### src/pkg/isa_sig_pkg.sv
// Package: constants and carrier structs for the ISA slot signal control block
`default_nettype none
package isa_sig_pkg;
	// ============================================================
	// Timing
	localparam int unsigned CLK_HZ             = 40000000;
	localparam int unsigned REFRESH_PERIOD_NS  = 15600;
	localparam int unsigned REFRESH_CYC        = (REFRESH_PERIOD_NS * (CLK_HZ / 1000000)) / 1000;
	localparam int unsigned REFRESH_LEN_CYC    = 4;
	localparam int unsigned RESET_SYNC_STAGES  = 2;
	localparam logic [3:0]  DIV_RESET          = 4'h2;
	// ============================================================
	// Field positions and encodings
	localparam int unsigned CLKDIV_W           = 5;
	localparam logic [4:0]  CLKDIV_DIV2        = 5'h00;
	localparam logic [4:0]  CLKDIV_DIV3        = 5'h01;
	localparam logic [4:0]  CLKDIV_DIV4        = 5'h02;
	localparam logic [4:0]  CLKDIV_DIV6        = 5'h03;
	localparam logic [4:0]  CLKDIV_DIV8        = 5'h04;
	localparam logic [23:0] MEG_LIMIT          = 24'h100000;
	localparam logic [13:0] REFRESH_CNT_INIT   = 14'h0000;

	typedef enum logic [1:0]
	{
		REF_IDLE = 2'b00,
		REF_RUN  = 2'b01,
		REF_END  = 2'b10
	} ref_state_e;

	// Request from the internal bus sequencer for one ISA cycle
	typedef struct packed
	{
		logic        cyc_valid;
		logic        is_mem;
		logic        is_write;
		logic [23:0] addr;
	} bus_req_s;

	// DMA view of the low address lines
	typedef struct packed
	{
		logic       dma_active;
		logic       dma_16bit;
		logic [1:0] dma_addr;
		logic       tc_any;
	} dma_view_s;

	// Slot pin group: output value and output enable
	typedef struct packed
	{
		logic [1:0] sa_o;
		logic       sa_oe;
		logic       sbhe_n_o;
		logic       sbhe_oe;
	} addr_pins_s;
endpackage
`default_nettype wire

### src/rtl/isa_bus_signal_control.sv
// Module: ISA slot-side refresh, reset, low address, strobe and clock logic
`default_nettype none
module isa_bus_signal_control
	import isa_sig_pkg::*;
(
	// Clock, reset, enable
	input  wire logic                clk,
	input  wire logic                rst_n,
	input  wire logic                clk_en,
	// Reset sources
	input  wire logic                supply_ok_in,
	input  wire logic                processor_reset_out,
	input  wire logic                numeric_error_ignore,
	// Clock selection
	input  wire logic                bus_osc_clk,
	input  wire logic                cpu_double_clk,
	input  wire logic                osc_select,
	input  wire logic [CLKDIV_W-1:0] clock_divide_control,
	// CPU and DMA side
	input  wire logic [3:0]          cpu_byte_enables_n,
	input  wire logic                hold_acknowledge,
	input  wire logic                master_n,
	input  wire bus_req_s            bus_req,
	input  wire dma_view_s           dma_view,
	input  wire logic [3:0]          default_wait_len,
	// Slot pins
	input  wire logic                refresh_n_i,
	output logic                     refresh_n_o,
	output logic                     refresh_n_oe,
	input  wire logic                ws_term_n,
	output logic                     slot_reset,
	output addr_pins_s               addr_pins,
	output logic                     sa1_late_timing,
	output logic                     sys_clk,
	output logic                     addr_latch_en,
	output logic                     io_rd_n,
	output logic                     io_wr_n,
	output logic                     smem_rd_n,
	output logic                     smem_wr_n,
	output logic                     term_count,
	output logic                     cycle_done,
	output logic                     refresh_active
);
	// ============================================================
	// State
	typedef struct packed
	{
		logic [RESET_SYNC_STAGES-1:0] rst_sync;
		logic                         slot_reset;
		logic                         strap_taken;
		logic                         sa1_late;
		logic [13:0]                  ref_cnt;
		ref_state_e                   ref_state;
		logic [2:0]                   ref_len;
		logic                         ref_oe;
		logic                         ref_act;
		logic                         src_prev;
		logic [3:0]                   div_cnt;
		logic                         sys_clk;
		logic                         sys_rise;
		logic [3:0]                   wait_cnt;
		logic                         cyc_busy;
		logic                         cyc_mem;
		logic                         cyc_wr;
		logic                         cyc_low;
		logic                         ale;
		logic                         io_rd_n;
		logic                         io_wr_n;
		logic                         smem_rd_n;
		logic                         smem_wr_n;
		logic                         done;
		logic                         tc;
		addr_pins_s                   pins;
	} state_s;

	state_s st_q;
	state_s st_d;

	// Reset image: strobes and byte-high enable idle high, pins released
	localparam state_s ST_RST = '{
		slot_reset: 1'b1, io_rd_n: 1'b1, io_wr_n: 1'b1, smem_rd_n: 1'b1, smem_wr_n: 1'b1,
		ref_state: REF_IDLE,
		pins: '{sa_o: 2'h0, sa_oe: 1'b0, sbhe_n_o: 1'b1, sbhe_oe: 1'b0},
		default: '0};

	// ============================================================
	// Helpers
	// Source rises per bus clock period; unused codes fall back to the fastest ratio
	function automatic logic [3:0] div_ratio(input logic [4:0] sel);
		unique case (sel)
			CLKDIV_DIV3: div_ratio = 4'h3;
			CLKDIV_DIV4: div_ratio = 4'h4;
			CLKDIV_DIV6: div_ratio = 4'h6;
			CLKDIV_DIV8: div_ratio = 4'h8;
			default:     div_ratio = 4'h2;
		endcase
	endfunction

	function automatic logic [1:0] be_decode(input logic [3:0] be_n);
		if (!be_n[0])
			be_decode = 2'h0;
		else if (!be_n[1])
			be_decode = 2'h1;
		else if (!be_n[2])
			be_decode = 2'h2;
		else
			be_decode = 2'h3;
	endfunction

	// ============================================================
	// Next state
	always_comb
	begin
		logic       src;
		logic       ext_master;
		logic       ref_go;
		logic       in_ref;
		logic [1:0] sa;
		logic [3:0] ratio;
		logic [3:0] div_nx;
		st_d       = st_q;
		src        = osc_select ? bus_osc_clk : cpu_double_clk;
		ext_master = hold_acknowledge && !master_n;
		ref_go     = 1'b0;
		in_ref     = 1'b0;
		sa         = 2'h0;
		ratio      = div_ratio(clock_divide_control);
		div_nx     = st_q.div_cnt;
		// Reset: synchroniser then hold while processor reset is up
		st_d.rst_sync = {st_q.rst_sync[RESET_SYNC_STAGES-2:0], supply_ok_in};
		st_d.slot_reset = !st_q.rst_sync[RESET_SYNC_STAGES-1]
			|| (st_q.slot_reset && processor_reset_out);
		// Strap captured once, first clock after supply is good
		if (!st_q.strap_taken && st_q.rst_sync[RESET_SYNC_STAGES-1])
		begin
			st_d.sa1_late    = numeric_error_ignore;
			st_d.strap_taken = 1'b1;
		end
		// Bus clock divider on source edges
		st_d.src_prev = src;
		st_d.sys_rise = 1'b0;
		// Count source rises; odd ratios give a short high phase, not a skewed period
		if (src && !st_q.src_prev)
		begin
			if (st_q.div_cnt + 4'h1 >= ratio)
				div_nx = 4'h0;
			else
				div_nx = st_q.div_cnt + 4'h1;
			st_d.div_cnt  = div_nx;
			st_d.sys_clk  = div_nx < (ratio >> 1);
			// A ratio change mid-period must not fake a rising edge
			st_d.sys_rise = div_nx == 4'h0 && !st_q.sys_clk;
		end
		// Refresh timer and sequencer
		ref_go = 1'b0;
		if (st_q.ref_cnt >= 14'(REFRESH_CYC - 1))
		begin
			st_d.ref_cnt = REFRESH_CNT_INIT;
			ref_go       = 1'b1;
		end
		else
			st_d.ref_cnt = st_q.ref_cnt + 14'h1;
		// An external agent pulling the line low asks for a cycle
		if (!refresh_n_i && !st_q.ref_oe)
			ref_go = 1'b1;
		unique case (st_q.ref_state)
			REF_IDLE:
				if (ref_go && !st_q.cyc_busy)
				begin
					st_d.ref_state = REF_RUN;
					st_d.ref_len   = 3'(REFRESH_LEN_CYC);
					st_d.ref_oe    = 1'b1;
				end
			REF_RUN:
				if (st_q.ref_len == 3'h1)
				begin
					st_d.ref_state = REF_END;
					st_d.ref_oe    = 1'b0;
				end
				else
					st_d.ref_len = st_q.ref_len - 3'h1;
			REF_END:
				st_d.ref_state = REF_IDLE;
			default:
				st_d.ref_state = REF_IDLE;
		endcase
		// Next refresh state, so a bus cycle never starts beside a refresh
		in_ref       = st_d.ref_state != REF_IDLE;
		st_d.ref_act = in_ref;
		// Bus cycle sequencer, stepped on bus clock rising edges
		st_d.done = 1'b0;
		if (st_q.sys_rise)
		begin
			st_d.ale = 1'b0;
			if (!st_q.cyc_busy && bus_req.cyc_valid && !in_ref && !ext_master)
			begin
				st_d.cyc_busy = 1'b1;
				st_d.cyc_mem  = bus_req.is_mem;
				st_d.cyc_wr   = bus_req.is_write;
				st_d.cyc_low  = bus_req.addr < MEG_LIMIT;
				st_d.wait_cnt = default_wait_len;
				st_d.ale      = 1'b1;
			end
			else if (st_q.cyc_busy)
			begin
				if (!ws_term_n && !dma_view.dma_active || st_q.wait_cnt == 4'h0)
				begin
					st_d.cyc_busy = 1'b0;
					st_d.done     = 1'b1;
				end
				else
					st_d.wait_cnt = st_q.wait_cnt - 4'h1;
			end
		end
		st_d.io_rd_n   = !(st_d.cyc_busy && !st_d.cyc_mem && !st_d.cyc_wr && !in_ref);
		st_d.io_wr_n   = !(st_d.cyc_busy && !st_d.cyc_mem && st_d.cyc_wr && !in_ref);
		st_d.smem_rd_n = !(st_d.cyc_busy && st_d.cyc_mem && !st_d.cyc_wr && st_d.cyc_low);
		st_d.smem_wr_n = !(st_d.cyc_busy && st_d.cyc_mem && st_d.cyc_wr && st_d.cyc_low);
		// Low address lines and byte-high enable
		sa = dma_view.dma_active ? dma_view.dma_addr : be_decode(cpu_byte_enables_n);
		st_d.pins.sa_o    = sa;
		st_d.pins.sa_oe   = !ext_master;
		st_d.pins.sbhe_oe = !ext_master;
		if (dma_view.dma_active)
			st_d.pins.sbhe_n_o = dma_view.dma_16bit ? 1'b0 : !sa[0];
		else
			st_d.pins.sbhe_n_o = cpu_byte_enables_n[1] && cpu_byte_enables_n[3];
		st_d.tc = dma_view.tc_any;
	end

	// Clock enable freezes everything, reset takes constants only
	always_ff @(posedge clk or negedge rst_n)
	begin
		if (!rst_n)
			st_q <= ST_RST;
		else if (clk_en)
			st_q <= st_d;
	end

	// ============================================================
	// Outputs
	assign refresh_n_o     = 1'b0;
	assign refresh_n_oe    = st_q.ref_oe;
	assign slot_reset      = st_q.slot_reset;
	assign addr_pins       = st_q.pins;
	assign sa1_late_timing = st_q.sa1_late;
	assign sys_clk         = st_q.sys_clk;
	assign addr_latch_en   = st_q.ale;
	assign io_rd_n         = st_q.io_rd_n;
	assign io_wr_n         = st_q.io_wr_n;
	assign smem_rd_n       = st_q.smem_rd_n;
	assign smem_wr_n       = st_q.smem_wr_n;
	assign term_count      = st_q.tc;
	assign cycle_done      = st_q.done;
	assign refresh_active  = st_q.ref_act;
endmodule // isa_bus_signal_control
`default_nettype wire

### config.mk
export PLATFORM = sky130hd
export DESIGN_NAME = isa_bus_signal_control
export DESIGN_NICKNAME = d
export VERILOG_FILES = /design/src/pkg/isa_sig_pkg.sv /design/src/rtl/isa_bus_signal_control.sv
export SDC_FILE = /design/constraint.sdc
export NUM_CORES = 1
export LEC_CHECK = 0
export BUFFER_PORTS_ARGS = -buffer_cell sky130_fd_sc_hd__buf_2
export CAP_MARGIN = 20
export CORE_MARGIN = 5
export CORE_UTILIZATION = 56
export CTS_CLUSTER_SIZE = 30
export DETAILED_ROUTE_END_ITERATION = 8
export PLACE_DENSITY = 0.83
export SLEW_MARGIN = 20
export SYNTH_ARGS = -nofsm -noshare
export SYNTH_HDL_FRONTEND = slang
export SYNTH_SLANG_ARGS = --single-unit
export TNS_END_PERCENT = 10
### constraint.sdc
create_clock -name clk -period 4.4 [get_ports clk]
set_input_delay 0.44 -clock clk [delete_from_list [all_inputs] [get_ports clk]]
set_output_delay 0.44 -clock clk [all_outputs]
set_load 0.03 [all_outputs]
==> results of run 1 <==
-- layout make-up --
type	instances	area [um2]
multi-input combinational	215	1354
inverter	15	56.30
timing repair buffer	57	292.8
sequential	52	1309
clock buffer	7	76.32
tap	67	83.83
fill	392	1609
clock inverter	1	5.005
-- synth_stat cells, types with 2 or more instances --
master / number / area [um2]
sky130_fd_sc_hd__o21ai_0: 19 / 95.09
sky130_fd_sc_hd__a21oi_1: 20 / 100.1
sky130_fd_sc_hd__o2bb2ai_1: 2 / 17.52
sky130_fd_sc_hd__or3_1: 3 / 18.77
sky130_fd_sc_hd__a221oi_2: 2 / 30.03
sky130_fd_sc_hd__nor3b_1: 2 / 15.01
sky130_fd_sc_hd__o31ai_1: 5 / 37.54
sky130_fd_sc_hd__nor2b_1: 2 / 12.51
sky130_fd_sc_hd__mux2_1: 3 / 33.78
sky130_fd_sc_hd__nand2b_1: 3 / 18.77
sky130_fd_sc_hd__nor2_1: 34 / 127.6
sky130_fd_sc_hd__nor4_1: 3 / 18.77
sky130_fd_sc_hd__mux2_2: 4 / 45.04
sky130_fd_sc_hd__buf_4: 6 / 45.04
sky130_fd_sc_hd__mux2i_1: 4 / 40.04
sky130_fd_sc_hd__nand3b_1: 2 / 15.01
sky130_fd_sc_hd__nand3_1: 13 / 65.06
sky130_fd_sc_hd__and3_1: 5 / 31.28
sky130_fd_sc_hd__dfrtp_1: 46 / 1151
sky130_fd_sc_hd__dfstp_2: 6 / 157.7
sky130_fd_sc_hd__xor2_1: 2 / 17.52
sky130_fd_sc_hd__xnor2_1: 4 / 35.03
sky130_fd_sc_hd__nor3_1: 8 / 40.04
sky130_fd_sc_hd__a21o_1: 2 / 15.01
sky130_fd_sc_hd__o32ai_1: 3 / 26.28
sky130_fd_sc_hd__a41oi_1: 3 / 26.28
sky130_fd_sc_hd__a2111oi_0: 2 / 17.52
sky130_fd_sc_hd__inv_1: 14 / 52.55
sky130_fd_sc_hd__and3b_1: 2 / 17.52
sky130_fd_sc_hd__o21bai_1: 2 / 15.01
sky130_fd_sc_hd__ha_1: 12 / 150.1
sky130_fd_sc_hd__nand2_1: 30 / 112.6
sky130_fd_sc_hd__clkbuf_1: 6 / 22.52
sky130_fd_sc_hd__a31oi_1: 4 / 25.02
-- critical path, cell delays in order, from the launching register on --
cell and delay [ns]:
sky130_fd_sc_hd__dfrtp_1 0.47, sky130_fd_sc_hd__ha_1 0.24, sky130_fd_sc_hd__xnor2_1 0.32, sky130_fd_sc_hd__inv_1 0.08
sky130_fd_sc_hd__ha_1 0.20, sky130_fd_sc_hd__a2111oi_0 0.41, sky130_fd_sc_hd__nor3_1 0.12, sky130_fd_sc_hd__buf_4 0.18
sky130_fd_sc_hd__nor2_1 0.09, sky130_fd_sc_hd__ha_1 0.23, sky130_fd_sc_hd__a2111oi_0 0.38, sky130_fd_sc_hd__a211o_1 0.15
-- kinds of logic after synthesis --
kind of cell / Yosys count / synth area share, %
buffers and inverters: 29 / 4.744
DFF: 52 / 46.82
adders and majority gates: 12 / 5.371
AOI/OAI and AO/OA: 70 / 16.65
muxes: 11 / 4.252
and+or+nand+nor: 115 / 20.14
xor gates and xnor gates: 6 / 1.880
other: 1 / 0.1342
-- per-layer routing --
layer | vias to the layer above | track usage (%) | wire [um]
met3 | 6 | 4.484 | 264
met5 | - | 0 | 0
met4 | 0 | 6.081 | 72
li1 | 1161 | - | -
met2 | 59 | 33.77 | 3006
met1 | 1090 | 24.08 | 2518
-- power breakdown --
group / switching, mW / total, mW / internal, mW / leakage (nW)
combinational: 0.349 / 0.589 / 0.241 / 0.827
sequential: 0.126 / 0.726 / 0.600 / 0.637
clock: 0.148 / 0.260 / 0.112 / 0.0422
total: 0.622 / 1.58 / 0.953 / 1.51
-- registers in the layout, summed over array words and instances, names as in the netlist --
register	cells
st_q	35
addr_pins	4
addr_latch_en	1
cycle_done	1
io_rd_n	1
io_wr_n	1
refresh_active	1
refresh_n_oe	1
sa1_late_timing	1
slot_reset	1
smem_rd_n	1
smem_wr_n	1
st_d	1
sys_clk	1
term_count	1
-- worst max-delay path by stage --
stage | slack (ns) | to | startpoint | cells past startpoint
global placement | 1.38 | sys_clk | clock_divide_control[4] | 10
global route | 1.22 | sys_clk | st_q[22] | 11
floorplan | 1.51 | sys_clk | clock_divide_control[4] | 8
CTS | 1.46 | sys_clk | st_q[22] | 11
finish | 1.46 | sys_clk | st_q[22] | 11
detailed placement | 1.27 | sys_clk | clock_divide_control[4] | 10
-- metrics by stage --
stage	utilization [%]	total power, mW	setup slack [ns]
final	66.38	1.575	1.462
after global routing	66.38	1.700	1.221
after CTS	66.38	1.582	1.456
after detailed placement	64.68	1.322	1.269
after floorplan	-	1.139	1.508
after global placement	64.68	1.281	1.382
-- cell usage in the layout, fill, tap and decap left out, types with 3 or more instances in the layout --
cell type / n
sky130_fd_sc_hd__clkbuf_8: 5
sky130_fd_sc_hd__dfstp_2: 6
sky130_fd_sc_hd__nand2b_1: 3
sky130_fd_sc_hd__ha_1: 12
sky130_fd_sc_hd__mux2_2: 4
sky130_fd_sc_hd__o32ai_1: 3
sky130_fd_sc_hd__and3_1: 5
sky130_fd_sc_hd__nor2_1: 34
sky130_fd_sc_hd__o21ai_0: 19
sky130_fd_sc_hd__nor4_1: 3
sky130_fd_sc_hd__o31ai_1: 5
sky130_fd_sc_hd__buf_2: 54
sky130_fd_sc_hd__mux2i_1: 4
sky130_fd_sc_hd__xnor2_1: 4
sky130_fd_sc_hd__nand3_1: 13
sky130_fd_sc_hd__a31oi_1: 4
sky130_fd_sc_hd__a21oi_1: 20
sky130_fd_sc_hd__inv_1: 14
sky130_fd_sc_hd__buf_4: 3
sky130_fd_sc_hd__mux2_1: 3
sky130_fd_sc_hd__nand2_1: 30
sky130_fd_sc_hd__nor3_1: 8
sky130_fd_sc_hd__a41oi_1: 3
sky130_fd_sc_hd__dfrtp_1: 46
sky130_fd_sc_hd__or3_1: 3
==> results.md, run 1 <==
Placed design:
- The area of placed instances is 3095 um2.
- The total of buffers placed on input and output ports is 54.
- Summed over all nets, the half-perimeter wirelength after detailed placement is 4.309 mm.
- The congestion estimate from routability-driven global placement came to 0.8363.
- The placed instance count is 406.

Worst setup path:
- The required time of the worst setup path is 4.64 ns.
- In this run the worst path has a maximum fanout of 9.
- The number of cells on the worst reg-to-reg path is 11.
- The classification of the worst setup path is reg -> reg.
- The worst setup path is launched from a flip-flop.
- The endpoint of the worst register-to-register path is sys_clk.
- The beginning of the worst register-to-register path is st_q[22].
- The worst register-to-register path has a setup slack of 1.46 ns.
- The endpoint class of the critical path is a flip-flop.
- The data arrival time of the worst path is 3.18 ns.

Floorplan:
- The total core area is 4786 um2.
- The die covers 6504 um2.
- The number of primary I/O pins is 76.
- The row count is 25.
- The y dimension of the die is 80.65 um.
- The die boundary width is 80.65 um.
- Once the floorplan was initialized, standard cells occupied 58.41% of the core.

Layout:
- The finished layout holds 414 standard cells, fillers aside.
- The signed area change from the synthesized netlist to the final layout is 13.65%.
- In the final design database the tool counted 416 nets.
- The finished layout cell area is 3177 um2.
- The number of antenna diodes is 0.
- In the final layout, the share of cells above drive strength 1 is 23.34%.

Timing:
- Dividing the final minimum period by the clock period gives 66.77%.
- The transition at the pin with the smallest max-transition slack is 0.8496 ns.
- The post-route minimum period is 2.938 ns.
- The maximum clock frequency is 340.4 MHz.
- In the final timing run, aggregate negative setup slack is 0 ns.
- The number of slew-limit violations in the final report came to 0.
- The final setup violation count is 0.
- The number of failing hold endpoints at the final stage is 0.
- Hold timing on the final database bottoms out at a slack of 0.2434 ns.
- The tightest slew margin relative to the limit is 42.64%.
- The final setup skew is 0.009905 ns.
- Setup repair after global routing left no endpoint under its margin.

Power and ir drop:
- The leakage power is 1.507 nW.
- In this run the power density over the cells is 495.8 nW/um2.
- IR analysis of the VDD net gives a maximum drop of 0.2687 mV.

Global route:
- Entering global routing, the biggest net connects 53 pins.
- The initial antenna violation count is 0.
- The overflow left after global routing is 0.
- The number of global-route vias before repair is 2252.
- The first global-routing pass estimated 9.853 mm of wire.
- For this run, the total global-route usage over all layers was measured as 19.53%.

Synthesis:
- Synthesis produced a netlist with a net count of 366.
- The predominant post-synthesis flop cell is sky130_fd_sc_hd__dfrtp_1.
- The post-synthesis instance area is 2795 um2.
- The count of mapped cells out of synthesis is 296.
- For this run, the register share of the synthesized area comes to 46.82%.
- The count of cell types in the netlist is 52.
- Counting flops with an async set or reset pin after synthesis yields a share of 100.0%.
- Synthesis inferred 52 register bits.
- Dividing the synthesized area by the synthesized cell count gives 9.443 um2.
- Yosys printed 0 warnings.
- The number of synthesized flops with an enable pin is 0.

Routing:
- The detailed router finished its first iteration with 99 violations.
- The routed wire length is 5.861 mm.
- The remaining number of nets flagged by the antenna check after routing is 0.
- The routed length per instance is 14.16 um.
- The detailed-router iteration count before antenna repair is 4.
- After detailed routing, the number of vias per cell comes to 5.594.
- The number of remaining DRC errors is 0.
- Across all layers, the routed design uses 2316 vias.

Clock tree:
- The clock transition at the registers of the reported paths is 0.09 ns.
- Clock tree synthesis selected as its root buffer the cell sky130_fd_sc_hd__clkbuf_8.
- For this design, the CTS-stage hold fixing added 0 buffers.
- The number of H-tree levels is 2.
- The clock net in this run drives a total of 52 sinks.
- The number of buffers inserted during clock tree synthesis is 5.
- The worst-skew pair later-pin latency is 0.30 ns.
- The clock passes through at most 2 buffers.
- The number of setup buffers added after CTS is 0.
- The post-cts resize count is 0.
- TritonCTS built the clock tree.

Min path:
- The type of the tightest min-delay check is in -> async.

Run:
- Across the run, the number of max-cap violations was 0.

Status:
- The run finished with clean final reports.
(Power assumes the default switching activity.)
==> run 2, diff against run 1 <==
--- a/config.mk
+++ b/config.mk
@@ -8,10 +8,10 @@
 export BUFFER_PORTS_ARGS = -buffer_cell sky130_fd_sc_hd__buf_2
 export CAP_MARGIN = 20
 export CORE_MARGIN = 5
-export CORE_UTILIZATION = 56
+export CORE_UTILIZATION = 47
 export CTS_CLUSTER_SIZE = 30
 export DETAILED_ROUTE_END_ITERATION = 8
-export PLACE_DENSITY = 0.83
+export PLACE_DENSITY = 0.75
 export SLEW_MARGIN = 20
 export SYNTH_ARGS = -nofsm -noshare
 export SYNTH_HDL_FRONTEND = slang
==> constraint.sdc (replaced) <==
create_clock -name clk -period 2.5 [get_ports clk]
set_input_delay 0.25 -clock clk [delete_from_list [all_inputs] [get_ports clk]]
set_output_delay 0.25 -clock clk [all_outputs]
set_load 0.03 [all_outputs]
==> results.md, run 2 (synthesis gave the netlist of run 1 again) <==
Status:
- The run finished with clean final reports.

Routing:
- The detailed-router iteration count before antenna repair is 6.
- The number of remaining DRC errors is 0.
- The routed wire length is 6.116 mm.
- The count of nets left with antenna violations once routing finished came out at 0.
- The detail-routed via count per cell is 5.458.
- The routed length per instance is 14.00 um.
- Across all layers, the routed design uses 2385 vias.
- The first routing iteration left 136 violations.

Layout:
- The layout cell share with drive strength beyond 1 is 29.56%.
- For this run, the post-layout net count is 431.
- The library cell used most frequently in the layout, excluding fill and tap cells, is sky130_fd_sc_hd__buf_2.
- In the layout the commonest cells are sky130_fd_sc_hd__buf_2, sky130_fd_sc_hd__dfrtp_1, sky130_fd_sc_hd__nor2_1, sky130_fd_sc_hd__nand2_1, sky130_fd_sc_hd__a21oi_1.
- The most flop-heavy register is st_q.
- The number of standard cells in the final layout excluding fillers is 437.
- The register with the most flip-flops in the layout has 35 of them.
- After routing the design area is 3376 um2.
- The signed area change from the synthesized netlist to the final layout is 20.77%.
- The number of antenna diodes is 0.

Floorplan:
- The die covers 7590 um2.
- The y dimension of the die is 87.12 um.
- The total core area is 5851 um2.
- The initial utilization of the core area, before any placement, comes to 47.78%.
- The row count is 28.
- 76 I/O pins were placed.
- The die is 87.12 um wide.

Timing:
- Measured against its own limit, the worst slew margin works out to 61.32%.
- The number of failing hold endpoints at the final stage came to 0.
- The final total negative setup slack is 0 ns.
- The final setup skew is 0.004418 ns.
- The tightest hold margin is 0.1685 ns.
- The transition at the pin with the smallest max-transition slack is 0.5723 ns.
- The maximum clock frequency is 415.9 MHz.
- The final setup violation count is 0.
- The post-route minimum period is 2.405 ns.
- In the finished design, the share of the clock period the worst path needs comes to 96.19%.
- The number of slew-limit violations in the final report is 0.

Clock tree:
- After clock tree synthesis, the clock-pin slew on the worst setup and hold paths is 0.09 ns.
- CTS built an H-tree with a depth of 2.
- Buffers inserted during clock tree synthesis total 5.
- The longest clock path from root to sink contains 2 buffers.
- The total clock sinks is 52.
- The root buffer cell chosen for the clock tree is sky130_fd_sc_hd__clkbuf_8.
- The later pin in the worst-skew pair is clocked with a latency of 0.30 ns.
- TritonCTS built the clock tree.

Global route:
- The initial antenna violation count came to 0.
- Entering global routing, the biggest net connects 45 pins.
- The number of global-route vias before repair is 2248.
- The first global-routing pass estimated 10.19 mm of wire.
- The overall track demand over capacity in global routing is 16.85%.
- The overflow left after global routing is 0.

Worst setup path:
- By instance count, the cell type seen most on the critical path is sky130_fd_sc_hd__ha_2.
- The classification of the worst setup path is reg -> reg.
- The flop-to-flop setup slack is 0.1 ns.
- The signal on the critical path passes through ha_2, ha_1, a2111oi_4, nor3_2, buf_4, nor2_1, ha_2, a2111oi_2, a211o_1.
- The destination of the critical timing path is sys_clk.
- The endpoint class of the critical path is a flip-flop.
- The startpoint identified for the worst register-to-register timing path is st_q[22].
- On the worst path, the slowest cell contributes a delay of 0.43 ns.
- The worst-path maximum fanout is 8.
- The number of cells on the worst reg-to-reg path is 9.
- On the critical path, the stage with the largest delay is an instance of sky130_fd_sc_hd__dfrtp_1.
- The endpoint of the worst register-to-register path is sys_clk.
- In this run the worst setup path begins at st_q[22].
- For the worst setup path, the data required time is 2.70 ns.
- The number of buffers and inverters on the critical path is 1.
- Counting buffers and inverters, the worst setup path is 9 cells deep.
- The data arrival time of the worst path is 2.60 ns.
- The nature of the critical path startpoint is a flip-flop.
- Broken down by cell family, the worst path's largest delay share belongs to adder cells.

Min path:
- The type of the tightest min-delay check is in -> reg.

Placed design:
- In this run the cell area measured after placement is 3207 um2.
- The count of buffers added on input and output ports is 54.
- The routability congestion estimate is 0.8275.
- Once placement completed, the tool counted placed cells totaling 426.
- The total half-perimeter wirelength after legalization and detailed placement is 4.631 mm.

Run:
- The number of max-capacitance violations reported is 0.

Power and ir drop:
- The worst-case vdd ir drop is 0.4987 mV.
- The analysis attributes to cell leakage a power of 1.593 nW.
- The power per cell area is 881.4 nW/um2.
-- run 2: cell count changes in the layout (fill, tap and decap cells not counted), moves of 2 or more --
| cell | previous run | this run |
|---|---|---|
| sky130_fd_sc_hd__a2111oi_0 | 2 | 0 |
| sky130_fd_sc_hd__buf_4 | 3 | 17 |
| sky130_fd_sc_hd__clkbuf_1 | 2 | 0 |
| sky130_fd_sc_hd__ha_1 | 12 | 8 |
| sky130_fd_sc_hd__ha_2 | 0 | 4 |
-- run 2: report_power, final --
| group | switching [mW] | internal [mW] | leakage [nW] | total [mW] |
|---|---|---|---|---|
| logic | 0.690 | 0.539 | 0.904 | 1.23 |
| clock network | 0.270 | 0.221 | 0.0510 | 0.491 |
| registers | 0.199 | 1.06 | 0.637 | 1.26 |
-- run 2: per-stage QoR --
stage                     setup slack (ns)  total power [mW]  utilization (%)
after floorplan                    0.01172             2.041                -
after global placement            -0.06829             2.358            54.81
after detailed placement           -0.1961             2.408            54.81
after CTS                          0.02007             2.935            56.78
after global routing              -0.02577             3.214            57.70
final                              0.09533             2.975            57.70
-- run 2: cell type report --
| cell class | count | area, um2 |
|---|---|---|
| fill | 504 | 2475 |
| multi-input combinational | 215 | 1416 |
| sequential | 52 | 1309 |
| timing repair buffer | 72 | 407.9 |
| tap | 75 | 93.84 |
| clock buffer | 6 | 82.58 |
| inverter | 15 | 56.30 |
| clock inverter | 2 | 10.01 |
-- run 2: worst min-delay path by stage --
stage / start / endpoint / slack [ns] / cells past startpoint
after detailed placement: rst_n / addr_pins[0] / 0.21 / 1
after global routing: dma_view[0] / term_count / 0.16 / 2
after CTS: dma_view[0] / term_count / 0.16 / 2
final: dma_view[0] / term_count / 0.17 / 2
after floorplan: rst_n / addr_latch_en / -0.05 / 0
after global placement: rst_n / addr_pins[0] / 0.20 / 1
-- run 2: timing repair --
action / in CTS / in global routing
hold buffers: 1 / 0
setup endpoints to repair: 1 / 5
gates resized for setup: 1 / 9
pin swaps: 0 / 3
cloned: 0 / 0
endpoints found under the hold margin: 17 / 0
buffers inserted: 0 / 2
-- run 2: per-layer routing --
layer  up-vias  part of all wire (%)  track usage, %
met5         -                     0               0
met4         0                   1.2           5.997
met3         7                   4.4           2.838
met2        60                    50           28.16
met1      1135                    45           22.04
li1       1183                     -               -
==> run 3, diff against run 2 <==
--- a/config.mk
+++ b/config.mk
@@ -12,6 +12,7 @@
 export CTS_CLUSTER_SIZE = 30
 export DETAILED_ROUTE_END_ITERATION = 8
 export PLACE_DENSITY = 0.75
+export SETUP_SLACK_MARGIN = 0.1
 export SLEW_MARGIN = 20
 export SYNTH_ARGS = -nofsm -noshare
 export SYNTH_HDL_FRONTEND = slang
==> constraint.sdc (replaced) <==
create_clock -name clk -period 2.5 [get_ports clk]
set_input_delay 0 -clock clk [delete_from_list [all_inputs] [get_ports clk]]
set_output_delay 0 -clock clk [all_outputs]
set_load 0.03 [all_outputs]
==> results.md, run 3 (synthesis gave the netlist of run 1 again) <==
Clock tree:
- The clock passes through at most 2 buffers.
- The tree built by TritonCTS fans out to 52 sinks.
- The cell sitting at the root of the clock tree is a sky130_fd_sc_hd__clkbuf_8.
- The clock transition at the registers of the reported paths is 0.10 ns.
- The worst-skew pair later-pin latency is 0.30 ns.
- TritonCTS built the clock tree.
- The H-tree was split into 2 levels.
- The number of buffers inserted during clock tree synthesis is 5.

Worst setup path:
- The signal on the critical path passes through or3b_1, o311a_1, a2111o_1, and2_4, nand3_2, mux2_1.
- The worst setup path is of the reg -> reg kind.
- The nature of the critical path startpoint is a flip-flop.
- The biggest cell delay along the critical path is 0.45 ns.
- The number of cells on the worst reg-to-reg path is 6.
- The endpoint class of the critical path is a flip-flop.
- The required time of the worst setup path is 2.68 ns.
- Of all nets on the critical path, the largest fanout is 5.
- The critical path's slowest cell is sky130_fd_sc_hd__a2111o_1.
- For the worst setup path, the data arrival time is 2.55 ns.

Layout:
- The library cells used most frequently in the layout, excluding fill and tap cells, are sky130_fd_sc_hd__buf_2, sky130_fd_sc_hd__dfrtp_1, sky130_fd_sc_hd__nor2_1, sky130_fd_sc_hd__nand2_1, sky130_fd_sc_hd__a21oi_1.
- The total of fill cells in the finished design is 490.
- The number of flip-flops in the largest register is 35.
- The commonest non-fill, non-tap cell in the layout is sky130_fd_sc_hd__buf_2.
- The area growth from synthesis to layout is 24.53%.
- The layout cell share with drive strength beyond 1 is 27.84%.
- The final layout contains 439 nets.
- The number of antenna diodes is 0.
- The register with the most flip-flops in the final layout is st_q.
- In the final layout, the multi-input gates occupy 1435 um2.
- Registers take 1309 um2.

Floorplan:
- The effective utilization at floorplan is 47.78%.
- The die is 87.12 um tall.
- The area of the die is 7590 um2.
- The region available for standard cell placement spans 5851 um2.
- The number of primary I/O pins is 76.
- The die boundary width is 87.12 um.
- The row count is 28.

Timing:
- The number of failing hold endpoints at the final stage is 0.
- The maximum clock frequency is 422.5 MHz.
- At the pin with the least slew margin, the transition time is 0.6916 ns.
- The tightest slew margin relative to the limit is 53.89%.
- The number of slew-limit violations in the final report is 0.
- The post-route minimum period is 2.367 ns.
- The final setup violation count is 0.
- The period utilization is 94.68%.
- Setup total negative slack on the finished layout was measured at 0 ns.
- Setup repair after global routing could not meet its margin everywhere.
- The slack of the critical path is 0.1330 ns.
- On the final layout, the worst clock skew is 0.01165 ns.

Power and ir drop:
- The power per cell area is 893.5 nW/um2.
- The analysis attributes to cell leakage a power of 1.616 nW.
- The worst-case vdd ir drop is 0.7183 mV.

Routing:
- Dividing the detail-routed wire length by the instance count gives 14.02 um.
- Detailed routing inserted a total of 2426 vias.
- After detailed routing, the total wire length is 6.238 mm.
- The remaining number of nets flagged by the antenna check after routing is 0.
- The number of DRC violations after detailed-routing iteration 0 is 136.
- The first TritonRoute pass finished after 4 iterations.
- The detail-routed via count per cell is 5.452.
- The number of remaining DRC errors is 0.

Placed design:
- Detailed placement finished with a half-perimeter wire length of 4.612 mm.
- The count of buffers added on input and output ports is 54.
- Routability-driven placement finished with a final weighted congestion of 0.8067.
- Prior to clock tree synthesis, the placed netlist has a worst setup slack of 0.04458 ns.

Global route:
- The number of global-route vias before repair is 2390.
- The first global-routing pass estimated 10.78 mm of wire.
- The pin count of the biggest net entering global routing is 45.
- The overflow left after global routing is 0.
- For this run, the total global-route usage over all layers was measured as 17.42%.
- The initial antenna violation count was 0.

Min path:
- The number of instances on the worst hold path is 3.
- The type of the tightest min-delay check is in -> reg.

Run:
- Max-cap violations in this run came to 0.

Status:
- The run finished with clean final reports.
-- run 3: report_power, final --
group | total [mW] | switching, mW | internal, mW
clock network | 0.490 | 0.265 | 0.225
registers | 1.27 | 0.213 | 1.06
logic | 1.35 | 0.743 | 0.608
-- run 3: layout make-up --
cell class,instances,area share (%)
Clock buffer,7,2.480
Clock inverter,1,0.2157
Inverter,15,1.618
Multi-Input combinational cell,215,41.23
Sequential cell,52,37.60
Tap cell,75,2.696
Timing Repair Buffer,80,14.16
-- run 3: critical path, delay by kind of cell (launching register included) --
family / cells / cell delay, ns
compound gates: 2 / 0.77
flops: 1 / 0.41
mux: 1 / 0.33
simple gates: 3 / 0.73
-- run 3: what timing repair did --
item                                    CTS  global route
gates resized for setup                   0             7
endpoints found under the hold margin    34             0
pin swaps                                 2             2
endpoints found under the setup margin    4             4
hold buffers                             11             0
buffers inserted                          1             1
-- run 3: worst paths after layout --
| kind | from | end | slack (ns) |
|---|---|---|---|
| worst max-delay path | st_q[41] | st_q[14] | 0.13 |
| worst min-delay path | master_n | addr_pins[0] | 0.006 |
| worst max register to register | st_q[41] | st_q[14] | 0.13 |
| worst min register to register | st_q[52] | slot_reset | 0.45 |
| max in group asynchronous | rst_n | addr_pins[1] | 1.53 |
| min in group asynchronous | rst_n | st_q[29] | 0.26 |
-- run 3: stage by stage --
stage	util (%)	hold slack (ns)	power, mW	area, um2	instances
floorplan	-	-0.2956	2.076	2823	296
global placement	54.83	0.07528	2.394	3208	424
detailed placement	54.83	0.07711	2.449	3208	424
CTS	58.45	0.006671	2.987	3420	444
global route	59.50	0.03357	3.360	3481	445
finish	59.50	0.006080	3.110	3481	445
-- run 3: layer usage --
metal / up-vias / part of all wire, % / global-route usage, %
met2: 61 / 49 / 30.09
met5: - / 0 / 0
met3: 7 / 4.8 / 3.406
li1: 1200 / - / -
met1: 1158 / 45 / 22.95
met4: 0 / 0.79 / 3.208
